--- src/ocp_adc_pkg.sv ---
// Constants shared by the over-current and converter supervision logic
package ocp_adc_pkg;

    // ==========================================================
    // Clock
    localparam int CLK_PERIOD_NS = 100;

    // ==========================================================
    // Register offsets
    localparam logic [7:0] PHASE_LIMIT_GAIN_A_ADDR = 8'h21;
    localparam logic [7:0] PHASE_LIMIT_GAIN_B_ADDR = 8'h22;
    localparam logic [7:0] SUM_OVERCURRENT_DELAY_ADDR = 8'h23;
    localparam logic [7:0] PHASE_OVERCURRENT_FLAGS_ADDR = 8'h2b;
    localparam logic [7:0] CURRENT_MONITOR_RESULT_ADDR = 8'h2e;
    localparam logic [7:0] OUTPUT_VOLTAGE_RESULT_ADDR = 8'h2f;
    localparam logic [7:0] TEMPERATURE_SENSE_RESULT_ADDR = 8'h30;
    localparam logic [7:0] CURRENT_AVERAGE_WINDOW_ADDR = 8'h31;
    localparam logic [7:0] VOLTAGE_AVERAGE_WINDOW_ADDR = 8'h32;
    localparam logic [7:0] TEMPERATURE_AVERAGE_WINDOW_ADDR = 8'h33;

    // ==========================================================
    // Reset values and fields
    localparam logic [7:0] GAIN_RESET = 8'hff;
    localparam logic [7:0] CONFIG_RESET = 8'h00;
    localparam int GAIN_CODE_W = 2;
    localparam int SEL_W = 2;

    // Phase limit scale, in 1/128 steps: 0.7x, 0.8x, 0.9x, 1.0x
    localparam int SCALE_SHIFT = 7;
    localparam logic [7:0] SCALE_0 = 8'h5a;
    localparam logic [7:0] SCALE_1 = 8'h66;
    localparam logic [7:0] SCALE_2 = 8'h73;
    localparam logic [7:0] SCALE_3 = 8'h80;

    // ==========================================================
    // Timing, in nanoseconds, and derived cycle counts
    localparam int COMPARATOR_DELAY_NS = 100;
    localparam int SLOW_PERIOD_NS = 40500;
    localparam int IMON_PERIOD_NS = 13500;
    localparam int IMON_FAST_PERIOD_NS = 6750;
    localparam int COMPARATOR_DELAY_CYC = (COMPARATOR_DELAY_NS + CLK_PERIOD_NS - 1) / CLK_PERIOD_NS;
    localparam int SLOW_PERIOD_CYC = SLOW_PERIOD_NS / CLK_PERIOD_NS;
    localparam int IMON_PERIOD_CYC = IMON_PERIOD_NS / CLK_PERIOD_NS;
    localparam int IMON_FAST_PERIOD_CYC = IMON_FAST_PERIOD_NS / CLK_PERIOD_NS;

    // Sum trip deglitch, counted in current-monitor samples per code
    localparam logic [3:0] DEGLITCH_0 = 4'h1;
    localparam logic [3:0] DEGLITCH_1 = 4'h2;
    localparam logic [3:0] DEGLITCH_2 = 4'h4;
    localparam logic [3:0] DEGLITCH_3 = 4'h8;

    // ==========================================================
    // Serial port states
    typedef enum logic [2:0] {
        ST_IDLE = 3'b000,
        ST_ADDR = 3'b001,
        ST_ACK = 3'b010,
        ST_WRITE = 3'b011,
        ST_READ = 3'b100,
        ST_RACK = 3'b101
    } serial_state_e;

endpackage

--- src/phase_ocp_and_adc_monitor.sv ---
// Phase over-current limiting, sum trip and converter reporting with a serial register port
`timescale 1ns/1ps
module phase_ocp_and_adc_monitor
    import ocp_adc_pkg::*;
#(
    parameter int PHASES = 8,
    parameter logic [6:0] DEVICE_ADDR = 7'h20  // Arbitrary bus address
) (
    // Clock and reset
    input wire logic CLK_IN,
    input wire logic RESET_IN,
    // Per-phase sensing and PWM cycle starts
    input wire logic [PHASES*8-1:0] PHASE_SENSED_CURRENT_IN,
    input wire logic [7:0] PHASE_LIMIT_VOLTAGE_IN,
    input wire logic [PHASES-1:0] PWM_START_REQ_IN,
    output logic [PHASES-1:0] PWM_START_OUT,
    output logic PWM_TRISTATE_OUT,
    // Converter inputs and sum trip threshold
    input wire logic [7:0] CURRENT_MONITOR_VOLTAGE_IN,
    input wire logic [7:0] OUTPUT_VOLTAGE_SENSE_IN,
    input wire logic [7:0] TEMPERATURE_SENSE_VOLTAGE_IN,
    input wire logic [7:0] SUM_TRIP_THRESHOLD_IN,
    // Power good
    input wire logic POWER_OK_REQ_IN,
    output logic POWER_OK_INDICATOR_OUT,
    output logic SUM_OVERCURRENT_TRIP_OUT,
    // Serial register port, open drain data
    input wire logic SCL_IN,
    input wire logic SDA_IN,
    output logic SDA_OUT,
    output logic SDA_OE_OUT
);

    // ==========================================================
    // Configuration registers
    logic [7:0] gain_a_r, gain_b_r, sum_delay_r;
    logic [7:0] win_r [3];
    logic [7:0] result_r [3];
    logic [PHASES-1:0] oc_flag_r;
    logic sum_trip_r, wr_en;
    logic [7:0] wr_addr, wr_data, rd_data, ptr_r;

    always_ff @(posedge CLK_IN or posedge RESET_IN) begin
        if (RESET_IN) begin
            gain_a_r <= GAIN_RESET;
            gain_b_r <= GAIN_RESET;
            sum_delay_r <= CONFIG_RESET;
            win_r <= '{default: CONFIG_RESET};
        end else if (wr_en) begin
            unique case (wr_addr)
                PHASE_LIMIT_GAIN_A_ADDR: gain_a_r <= wr_data;
                PHASE_LIMIT_GAIN_B_ADDR: gain_b_r <= wr_data;
                SUM_OVERCURRENT_DELAY_ADDR: sum_delay_r <= wr_data;
                CURRENT_AVERAGE_WINDOW_ADDR: win_r[0] <= wr_data;
                VOLTAGE_AVERAGE_WINDOW_ADDR: win_r[1] <= wr_data;
                TEMPERATURE_AVERAGE_WINDOW_ADDR: win_r[2] <= wr_data;
                default: ;
            endcase
        end
    end

    always_comb begin
        unique case (ptr_r)
            PHASE_LIMIT_GAIN_A_ADDR: rd_data = gain_a_r;
            PHASE_LIMIT_GAIN_B_ADDR: rd_data = gain_b_r;
            SUM_OVERCURRENT_DELAY_ADDR: rd_data = sum_delay_r;
            PHASE_OVERCURRENT_FLAGS_ADDR: rd_data = 8'(oc_flag_r);
            CURRENT_MONITOR_RESULT_ADDR: rd_data = result_r[0];
            OUTPUT_VOLTAGE_RESULT_ADDR: rd_data = result_r[1];
            TEMPERATURE_SENSE_RESULT_ADDR: rd_data = result_r[2];
            CURRENT_AVERAGE_WINDOW_ADDR: rd_data = win_r[0];
            VOLTAGE_AVERAGE_WINDOW_ADDR: rd_data = win_r[1];
            TEMPERATURE_AVERAGE_WINDOW_ADDR: rd_data = win_r[2];
            default: rd_data = 8'h00;
        endcase
    end

    // ==========================================================
    // Per-phase valley limit
    logic [2*PHASES-1:0] gain_codes;
    assign gain_codes = {gain_b_r, gain_a_r};

    localparam logic [7:0] SCALE_TABLE [4] = '{SCALE_0, SCALE_1, SCALE_2, SCALE_3};
    generate
        for (genvar p = 0; p < PHASES; p++) begin : g_phase
            logic [7:0] scale, limit;
            assign scale = SCALE_TABLE[gain_codes[p*GAIN_CODE_W +: GAIN_CODE_W]];
            assign limit = 8'((16'(PHASE_LIMIT_VOLTAGE_IN) * 16'(scale)) >> SCALE_SHIFT);
            // One register stage fits inside the allowed comparator delay
            always_ff @(posedge CLK_IN or posedge RESET_IN) begin
                if (RESET_IN) begin
                    oc_flag_r[p] <= 1'b0;
                end else begin
                    oc_flag_r[p] <= PHASE_SENSED_CURRENT_IN[p*8 +: 8] > limit;
                end
            end
            // Only new cycle starts are blocked, so the valley is what gets limited
            assign PWM_START_OUT[p] = PWM_START_REQ_IN[p] & ~oc_flag_r[p] & ~sum_trip_r;
        end
    endgenerate

    // ==========================================================
    // Power good and sampling schedule
    assign POWER_OK_INDICATOR_OUT = POWER_OK_REQ_IN & ~sum_trip_r;
    assign PWM_TRISTATE_OUT = sum_trip_r;
    assign SUM_OVERCURRENT_TRIP_OUT = sum_trip_r;

    logic adc_run_r;
    logic [8:0] slow_cnt_r;
    logic [7:0] imon_cnt_r;
    logic slow_tick, imon_tick;
    logic [7:0] imon_last;

    assign imon_last = sum_trip_r ? 8'(IMON_FAST_PERIOD_CYC - 1) : 8'(IMON_PERIOD_CYC - 1);
    assign slow_tick = adc_run_r && slow_cnt_r == 9'(SLOW_PERIOD_CYC - 1);
    assign imon_tick = adc_run_r && imon_cnt_r >= imon_last;

    always_ff @(posedge CLK_IN or posedge RESET_IN) begin
        if (RESET_IN) begin
            adc_run_r <= 1'b0;
        end else if (POWER_OK_REQ_IN) begin
            adc_run_r <= 1'b1;
        end
    end

    always_ff @(posedge CLK_IN or posedge RESET_IN) begin
        if (RESET_IN) begin
            slow_cnt_r <= '0;
            imon_cnt_r <= '0;
        end else if (adc_run_r) begin
            slow_cnt_r <= slow_tick ? 9'h000 : slow_cnt_r + 9'h001;
            imon_cnt_r <= imon_tick ? 8'h00 : imon_cnt_r + 8'h01;
        end
    end

    // ==========================================================
    // Averaging, windows of 1, 2, 4 or 8 samples
    logic [2:0] tick;
    logic [7:0] sample [3];
    assign tick = {slow_tick, slow_tick, imon_tick};
    assign sample[0] = CURRENT_MONITOR_VOLTAGE_IN;
    assign sample[1] = OUTPUT_VOLTAGE_SENSE_IN;
    assign sample[2] = TEMPERATURE_SENSE_VOLTAGE_IN;

    generate
        for (genvar c = 0; c < 3; c++) begin : g_chan
            logic [10:0] acc_r;
            logic [10:0] sum;
            logic [2:0] cnt_r;
            logic [1:0] sel;
            logic last;
            assign sel = win_r[c][SEL_W-1:0];
            assign sum = acc_r + 11'(sample[c]);
            assign last = cnt_r == 3'((1 << sel) - 1);
            always_ff @(posedge CLK_IN or posedge RESET_IN) begin
                if (RESET_IN) begin
                    acc_r <= '0;
                    cnt_r <= '0;
                    result_r[c] <= 8'h00;
                end else if (tick[c]) begin
                    if (last) begin
                        acc_r <= '0;
                        cnt_r <= '0;
                        result_r[c] <= 8'(sum >> sel);
                    end else begin
                        acc_r <= sum;
                        cnt_r <= cnt_r + 3'h1;
                    end
                end
            end
        end
    endgenerate

    // ==========================================================
    // Sum trip deglitch, latched until reset
    localparam logic [3:0] DEGLITCH_TABLE [4] = '{DEGLITCH_0, DEGLITCH_1, DEGLITCH_2, DEGLITCH_3};
    logic [3:0] deglitch_len, over_cnt_r;
    assign deglitch_len = DEGLITCH_TABLE[sum_delay_r[SEL_W-1:0]];

    always_ff @(posedge CLK_IN or posedge RESET_IN) begin
        if (RESET_IN) begin
            over_cnt_r <= '0;
            sum_trip_r <= 1'b0;
        end else if (imon_tick) begin
            if (CURRENT_MONITOR_VOLTAGE_IN <= SUM_TRIP_THRESHOLD_IN) begin
                over_cnt_r <= '0;
            end else if (over_cnt_r >= deglitch_len) begin
                sum_trip_r <= 1'b1;
            end else begin
                over_cnt_r <= over_cnt_r + 4'h1;
            end
        end
    end

    // ==========================================================
    // Serial register port
    serial_state_e state_r;
    logic [7:0] shift_r;
    logic [3:0] bit_cnt_r;
    logic scl_q_r, sda_q_r, rw_r, ptr_phase_r, nack_r, sda_oe_r;
    logic start_c, stop_c, scl_rise, scl_fall;

    assign start_c = SCL_IN && scl_q_r && sda_q_r && !SDA_IN;
    assign stop_c = SCL_IN && scl_q_r && !sda_q_r && SDA_IN;
    assign scl_rise = SCL_IN && !scl_q_r;
    assign scl_fall = !SCL_IN && scl_q_r;
    assign SDA_OUT = 1'b0;
    assign SDA_OE_OUT = sda_oe_r;
    assign wr_en = state_r == ST_WRITE && scl_fall && bit_cnt_r == 4'h8 && !ptr_phase_r;
    assign wr_addr = ptr_r;
    assign wr_data = shift_r;

    always_ff @(posedge CLK_IN or posedge RESET_IN) begin
        if (RESET_IN) begin
            scl_q_r <= 1'b1;
            sda_q_r <= 1'b1;
        end else begin
            scl_q_r <= SCL_IN;
            sda_q_r <= SDA_IN;
        end
    end

    always_ff @(posedge CLK_IN or posedge RESET_IN) begin
        if (RESET_IN) begin
            state_r <= ST_IDLE;
            shift_r <= 8'h00;
            bit_cnt_r <= 4'h0;
            ptr_r <= 8'h00;
            rw_r <= 1'b0;
            ptr_phase_r <= 1'b0;
            nack_r <= 1'b0;
            sda_oe_r <= 1'b0;
        end else if (start_c) begin
            state_r <= ST_ADDR;
            bit_cnt_r <= 4'h0;
            sda_oe_r <= 1'b0;
        end else if (stop_c) begin
            state_r <= ST_IDLE;
            sda_oe_r <= 1'b0;
        end else begin
            unique case (state_r)
                ST_IDLE: ;
                ST_ADDR, ST_WRITE: begin
                    if (scl_rise) begin
                        shift_r <= {shift_r[6:0], SDA_IN};
                        bit_cnt_r <= bit_cnt_r + 4'h1;
                    end else if (scl_fall && bit_cnt_r == 4'h8) begin
                        bit_cnt_r <= 4'h0;
                        if (state_r == ST_ADDR) begin
                            if (shift_r[7:1] == DEVICE_ADDR) begin
                                rw_r <= shift_r[0];
                                ptr_phase_r <= !shift_r[0];
                                sda_oe_r <= 1'b1;
                                state_r <= ST_ACK;
                            end else begin
                                state_r <= ST_IDLE;
                            end
                        end else begin
                            // Pointer auto-increments across consecutive data bytes
                            ptr_r <= ptr_phase_r ? shift_r : ptr_r + 8'h01;
                            ptr_phase_r <= 1'b0;
                            sda_oe_r <= 1'b1;
                            state_r <= ST_ACK;
                        end
                    end
                end
                ST_ACK: begin
                    if (scl_fall) begin
                        bit_cnt_r <= 4'h0;
                        if (rw_r) begin
                            shift_r <= rd_data;
                            sda_oe_r <= !rd_data[7];
                            ptr_r <= ptr_r + 8'h01;
                            state_r <= ST_READ;
                        end else begin
                            sda_oe_r <= 1'b0;
                            state_r <= ST_WRITE;
                        end
                    end
                end
                ST_READ: begin
                    if (scl_rise) begin
                        bit_cnt_r <= bit_cnt_r + 4'h1;
                    end else if (scl_fall) begin
                        if (bit_cnt_r == 4'h8) begin
                            sda_oe_r <= 1'b0;
                            state_r <= ST_RACK;
                        end else begin
                            shift_r <= {shift_r[6:0], 1'b0};
                            sda_oe_r <= !shift_r[6];
                        end
                    end
                end
                ST_RACK: begin
                    if (scl_rise) begin
                        nack_r <= SDA_IN;
                    end else if (scl_fall) begin
                        bit_cnt_r <= 4'h0;
                        if (nack_r) begin
                            state_r <= ST_IDLE;
                        end else begin
                            shift_r <= rd_data;
                            sda_oe_r <= !rd_data[7];
                            ptr_r <= ptr_r + 8'h01;
                            state_r <= ST_READ;
                        end
                    end
                end
                default: state_r <= ST_IDLE;
            endcase
        end
    end

endmodule

--- config.mk ---
export PLATFORM = sky130hd
export DESIGN_NAME = phase_ocp_and_adc_monitor
export DESIGN_NICKNAME = d
export VERILOG_FILES = /design/src/ocp_adc_pkg.sv /design/src/phase_ocp_and_adc_monitor.sv
export SDC_FILE = /design/constraint.sdc
export NUM_CORES = 1
export LEC_CHECK = 0
export BUFFER_PORTS_ARGS = -buffer_cell sky130_fd_sc_hd__buf_2
export CORE_UTILIZATION = 65
export CTS_CLUSTER_DIAMETER = 80
export CTS_CLUSTER_SIZE = 24
export DETAILED_ROUTE_END_ITERATION = 10
export GPL_ROUTABILITY_DRIVEN = 0
export PLACE_DENSITY = 0.9
export RECOVER_POWER = 25
export SYNTH_ARGS = -nofsm -noshare
export SYNTH_HDL_FRONTEND = slang
export SYNTH_SLANG_ARGS = --single-unit
--- constraint.sdc ---
create_clock -name CLK_IN -period 9.1 [get_ports CLK_IN]
set_input_delay 0.91 -clock CLK_IN [delete_from_list [all_inputs] [get_ports CLK_IN]]
set_output_delay 0.91 -clock CLK_IN [all_outputs]
set_load 0.01 [all_outputs]
==> results.json <==
{
  "first_pass_iters": 5,
  "drv_cap": 2,
  "slew_viol_final": 128,
  "clock_latency_ns": 0.47,
  "synth_cells": 3117,
  "worstHoldEndpoint": "g_chan[0].acc_r[0]",
  "cp_data_arrival_time_ns": 7.01,
  "cpPeakStageDelay_ns": 0.76,
  "rsz0062_at_grt": "no",
  "numCtsBuffers": 17,
  "leakage_nw": 14.91,
  "dieWidth_um": 207.3,
  "syn_avg_cell_area_um2": 8.786,
  "wirelength_um": 64690,
  "grt_overflow_total": 0,
  "core_um2": 41200,
  "cts_buffer_depth": 2,
  "grt_antenna_before_repair": 0,
  "start_kind": "input port",
  "fin_setup_tns_ns": 0,
  "post-route-drc-count": 0,
  "rows": 74,
  "cts_tree": "done",
  "path_clk_slew_ns": 0.07,
  "path_class": "in2reg",
  "synth_fp_nets": 3914,
  "grt_pass1_wl_um": 110000,
  "synth_flop_cell": "dfrtp_1",
  "layout_min_cycle_time_ns": 6.617,
  "fin_hold_ws_ns": 0.4864,
  "cts_setup_buffers": 0,
  "crit_chain": "buf_2, nand2b_1, fa_1, fa_1, inv_1, fa_1, inv_1, fa_1, inv_1, ha_1, a21o_1, a21o_1, a21oi_1, a21boi_0, a311o_1, a21oi_1, xnor2_1, ha_1, nand3_1, o21ai_0, o31a_1",
  "cpMaxStageDelayCell": "buf_2",
  "wire_per_inst_um": 17.47,
  "vias_per_cell": 5.978,
  "hold_class": "reg2reg",
  "start_util_pct": 66.47,
  "design_area_um2": 28880,
  "hold_buffers": 0,
  "holdPathStages": 2,
  "drtIter0Drc": 1497,
  "yosysSeqAreaShare_pct": 15.98,
  "slew_headroom_pct": -130.8,
  "die_height_um": 207.3,
  "die_area_um2": 42950,
  "synth_edf_count": 0,
  "ys_seq_elements": 174,
  "critPathMaxFanout": 54,
  "ys_warn_count": 0,
  "yosysUniqueCellTypes": 80,
  "cts_max_level": 4,
  "postLayoutCoreUtil_pct": 70.09,
  "cts_resized": 0,
  "r2r.worst_path.cells": 22,
  "clock_sinks": 174,
  "grt_max_degree": 76,
  "power_density_nw_per_um2": 158.1,
  "grt_usage_pct": 31.18,
  "crit_top_cell": "fa_1",
  "hpwl_um": 50480,
  "cts-root-buf": "clkbuf_16",
  "final_nets": 3954,
  "worst-slew-pin-transition_ns": 3.442,
  "drive_gt1_share_pct": 8.833,
  "final-setup-viol-count": 0,
  "outcome": "complete, but fails checks",
  "area_delta_synth_final_pct": 5.455,
  "num_antenna_cells": 0,
  "violations": "max-capacitance violations, max-slew violations",
  "route.vias.total": 22130,
  "port_buffers": 128,
  "syn_area_um2": 27390,
  "peakVddDrop_mv": 0.1647,
  "num_io_pins": 130,
  "r2r-end": "oc_flag_r[3]",
  "end_kind": "register",
  "cp.required_ns": 9.49,
  "min_from": "g_chan[0].acc_r[0]",
  "timing.rr.start": "gain_a_r[6]",
  "fin_worst_skew_ns": 0.03002,
  "finalHoldViolations": 0,
  "fmax_ghz": 0.1511,
  "path_delay_family": "adder cells",
  "grt_pass1_vias": 23770,
  "fin_crit_sh_pct": 72.72,
  "route.antenna.remaining_nets": 0,
  "r2r_setup_slack_ns": 2.57,
  "path_buf_inv": 4,
  "placed_area_um2": 28320,
  "async_flop_share_pct": 100.0
}
-- kinds of logic (layout without fill, tap and decap cells) --
kind of cell,after synthesis,in the layout,share of synthesized area [%]
simple gates,893,893,17.05
fa+ha+maj,680,680,38.61
buf+inv,653,706,8.992
compound gates,523,523,12.45
flops,174,174,15.98
xor+xnor,118,118,3.774
mux,75,75,3.134
other cells,1,1,0.01369
-- sequential cells by signal, indices dropped and copies added (netlist names), 3 cells and up --
register and flops:
oc_flag_r 8, sum_delay_r 8, gain_a_r 8, g_chan.acc_r 33
imon_cnt_r 8, gain_b_r 8, g_chan.cnt_r 9, state_r 3
slow_cnt_r 9, shift_r 8, bit_cnt_r 4, over_cnt_r 4
ptr_r 8, g_chan.sel 6, win_r 18, result_r 24
-- worst min-delay path: stages, from the launching register on --
cell	delay, ns
dfrtp_1	0.34
nand2_1	0.05
o31ai_1	0.06
-- per-stage QoR --
| step | setup WS [ns] | power (W) | instances |
|---|---|---|---|
| finish | 2.483 | 0.004565 | 3702 |
| global route | 2.261 | 0.004997 | 3702 |
| CTS | 2.620 | 0.004543 | 3702 |
| detailed placement | 2.145 | 0.003773 | 3670 |
| global placement | 2.404 | 0.003576 | 3670 |
| floorplan | 2.703 | 0.003111 | 3117 |
-- worst max path at each step --
stage | from | end | cells past startpoint
2_1_floorplan | PHASE_LIMIT_VOLTAGE_IN[0] | oc_flag_r[7] | 22
6_report | PHASE_LIMIT_VOLTAGE_IN[1] | oc_flag_r[7] | 21
4_1_cts | gain_a_r[6] | oc_flag_r[3] | 22
5_1_grt | PHASE_LIMIT_VOLTAGE_IN[1] | oc_flag_r[7] | 21
3_5_place_dp | PHASE_LIMIT_VOLTAGE_IN[2] | oc_flag_r[3] | 21
3_3_place_gp | PHASE_LIMIT_VOLTAGE_IN[2] | oc_flag_r[3] | 22
-- layout by cell type, fill, tap and decap left out, drive strengths merged, types with 23 or more instances in the layout --
master  count
nand2     260
a21o       35
a21oi     105
nand3      48
xor2       37
buf       134
fa        275
dfrtp     156
o21a       24
inv       540
o31ai      30
nor2      116
mux2       56
clkbuf     24
or2        24
and2      221
nand2b     47
a22oi      23
o21ai     149
xnor2      81
ha        405
nor2b      84
-- cell type report --
| class | instances | area, um2 |
|---|---|---|
| Clock inverter | 13 | 128.9 |
| Tap cell | 532 | 665.6 |
| Sequential cell | 174 | 4377 |
| Clock buffer | 19 | 442.9 |
| Timing Repair Buffer | 139 | 709.4 |
| Fill cell | 2942 | 12320 |
| Inverter | 535 | 2009 |
| Multi-Input combinational cell | 2290 | 20550 |
-- routing by layer --
metal | vias up | GRT usage, % | wire [um]
li1 | 10280 | - | -
met5 | - | 0 | 0
met3 | 217 | 4.781 | 4131
met4 | 0 | 13.61 | 2605
met1 | 10800 | 36.19 | 24650
met2 | 833 | 56.90 | 33310
-- where the power goes --
part	switching (W)	leakage, nW	total (W)	internal, W
sequential	0.000244	2.09	0.00115	0.000910
clock	0.000357	0.269	0.000748	0.000391
combinational	0.00151	12.6	0.00266	0.00115
-- cell usage after synthesis (4+ instances only) --
cell / count / share of area (%)
inv_1: 535 / 7.3
ha_1: 405 / 19
fa_1: 275 / 20
nand2_1: 257 / 3.5
and2_1: 220 / 5.0
dfrtp_1: 156 / 14
o21ai_0: 146 / 2.7
nor2_1: 116 / 1.6
clkbuf_1: 109 / 1.5
a21oi_1: 105 / 1.9
nor2b_1: 84 / 1.9
xnor2_1: 81 / 2.6
mux2_2: 56 / 2.3
nand3_1: 48 / 0.88
nand2b_1: 47 / 1.1
xor2_1: 37 / 1.2
a21o_1: 35 / 0.96
o31ai_1: 30 / 0.82
o21a_1: 24 / 0.66
or2_2: 24 / 0.55
a22oi_1: 23 / 0.63
a22o_1: 20 / 0.64
nor3_1: 20 / 0.37
dfstp_2: 18 / 1.7
a31oi_1: 16 / 0.37
mux2i_1: 16 / 0.58
a211oi_1: 15 / 0.41
a221oi_1: 14 / 0.45
and3_1: 12 / 0.27
nand4_1: 11 / 0.25
o22ai_1: 11 / 0.25
o21bai_1: 10 / 0.27
or3_1: 10 / 0.23
a211o_1: 9 / 0.29
nor3b_1: 8 / 0.22
o31a_1: 8 / 0.26
nand4b_1: 7 / 0.22
o22a_1: 7 / 0.22
nand3b_1: 5 / 0.14
o221ai_1: 5 / 0.16
o41ai_1: 5 / 0.16
a2bb2oi_1: 4 / 0.13
a41oi_1: 4 / 0.13
buf_1: 4 / 0.055
o211ai_1: 4 / 0.11
Power figures use the tool's default switching activity.
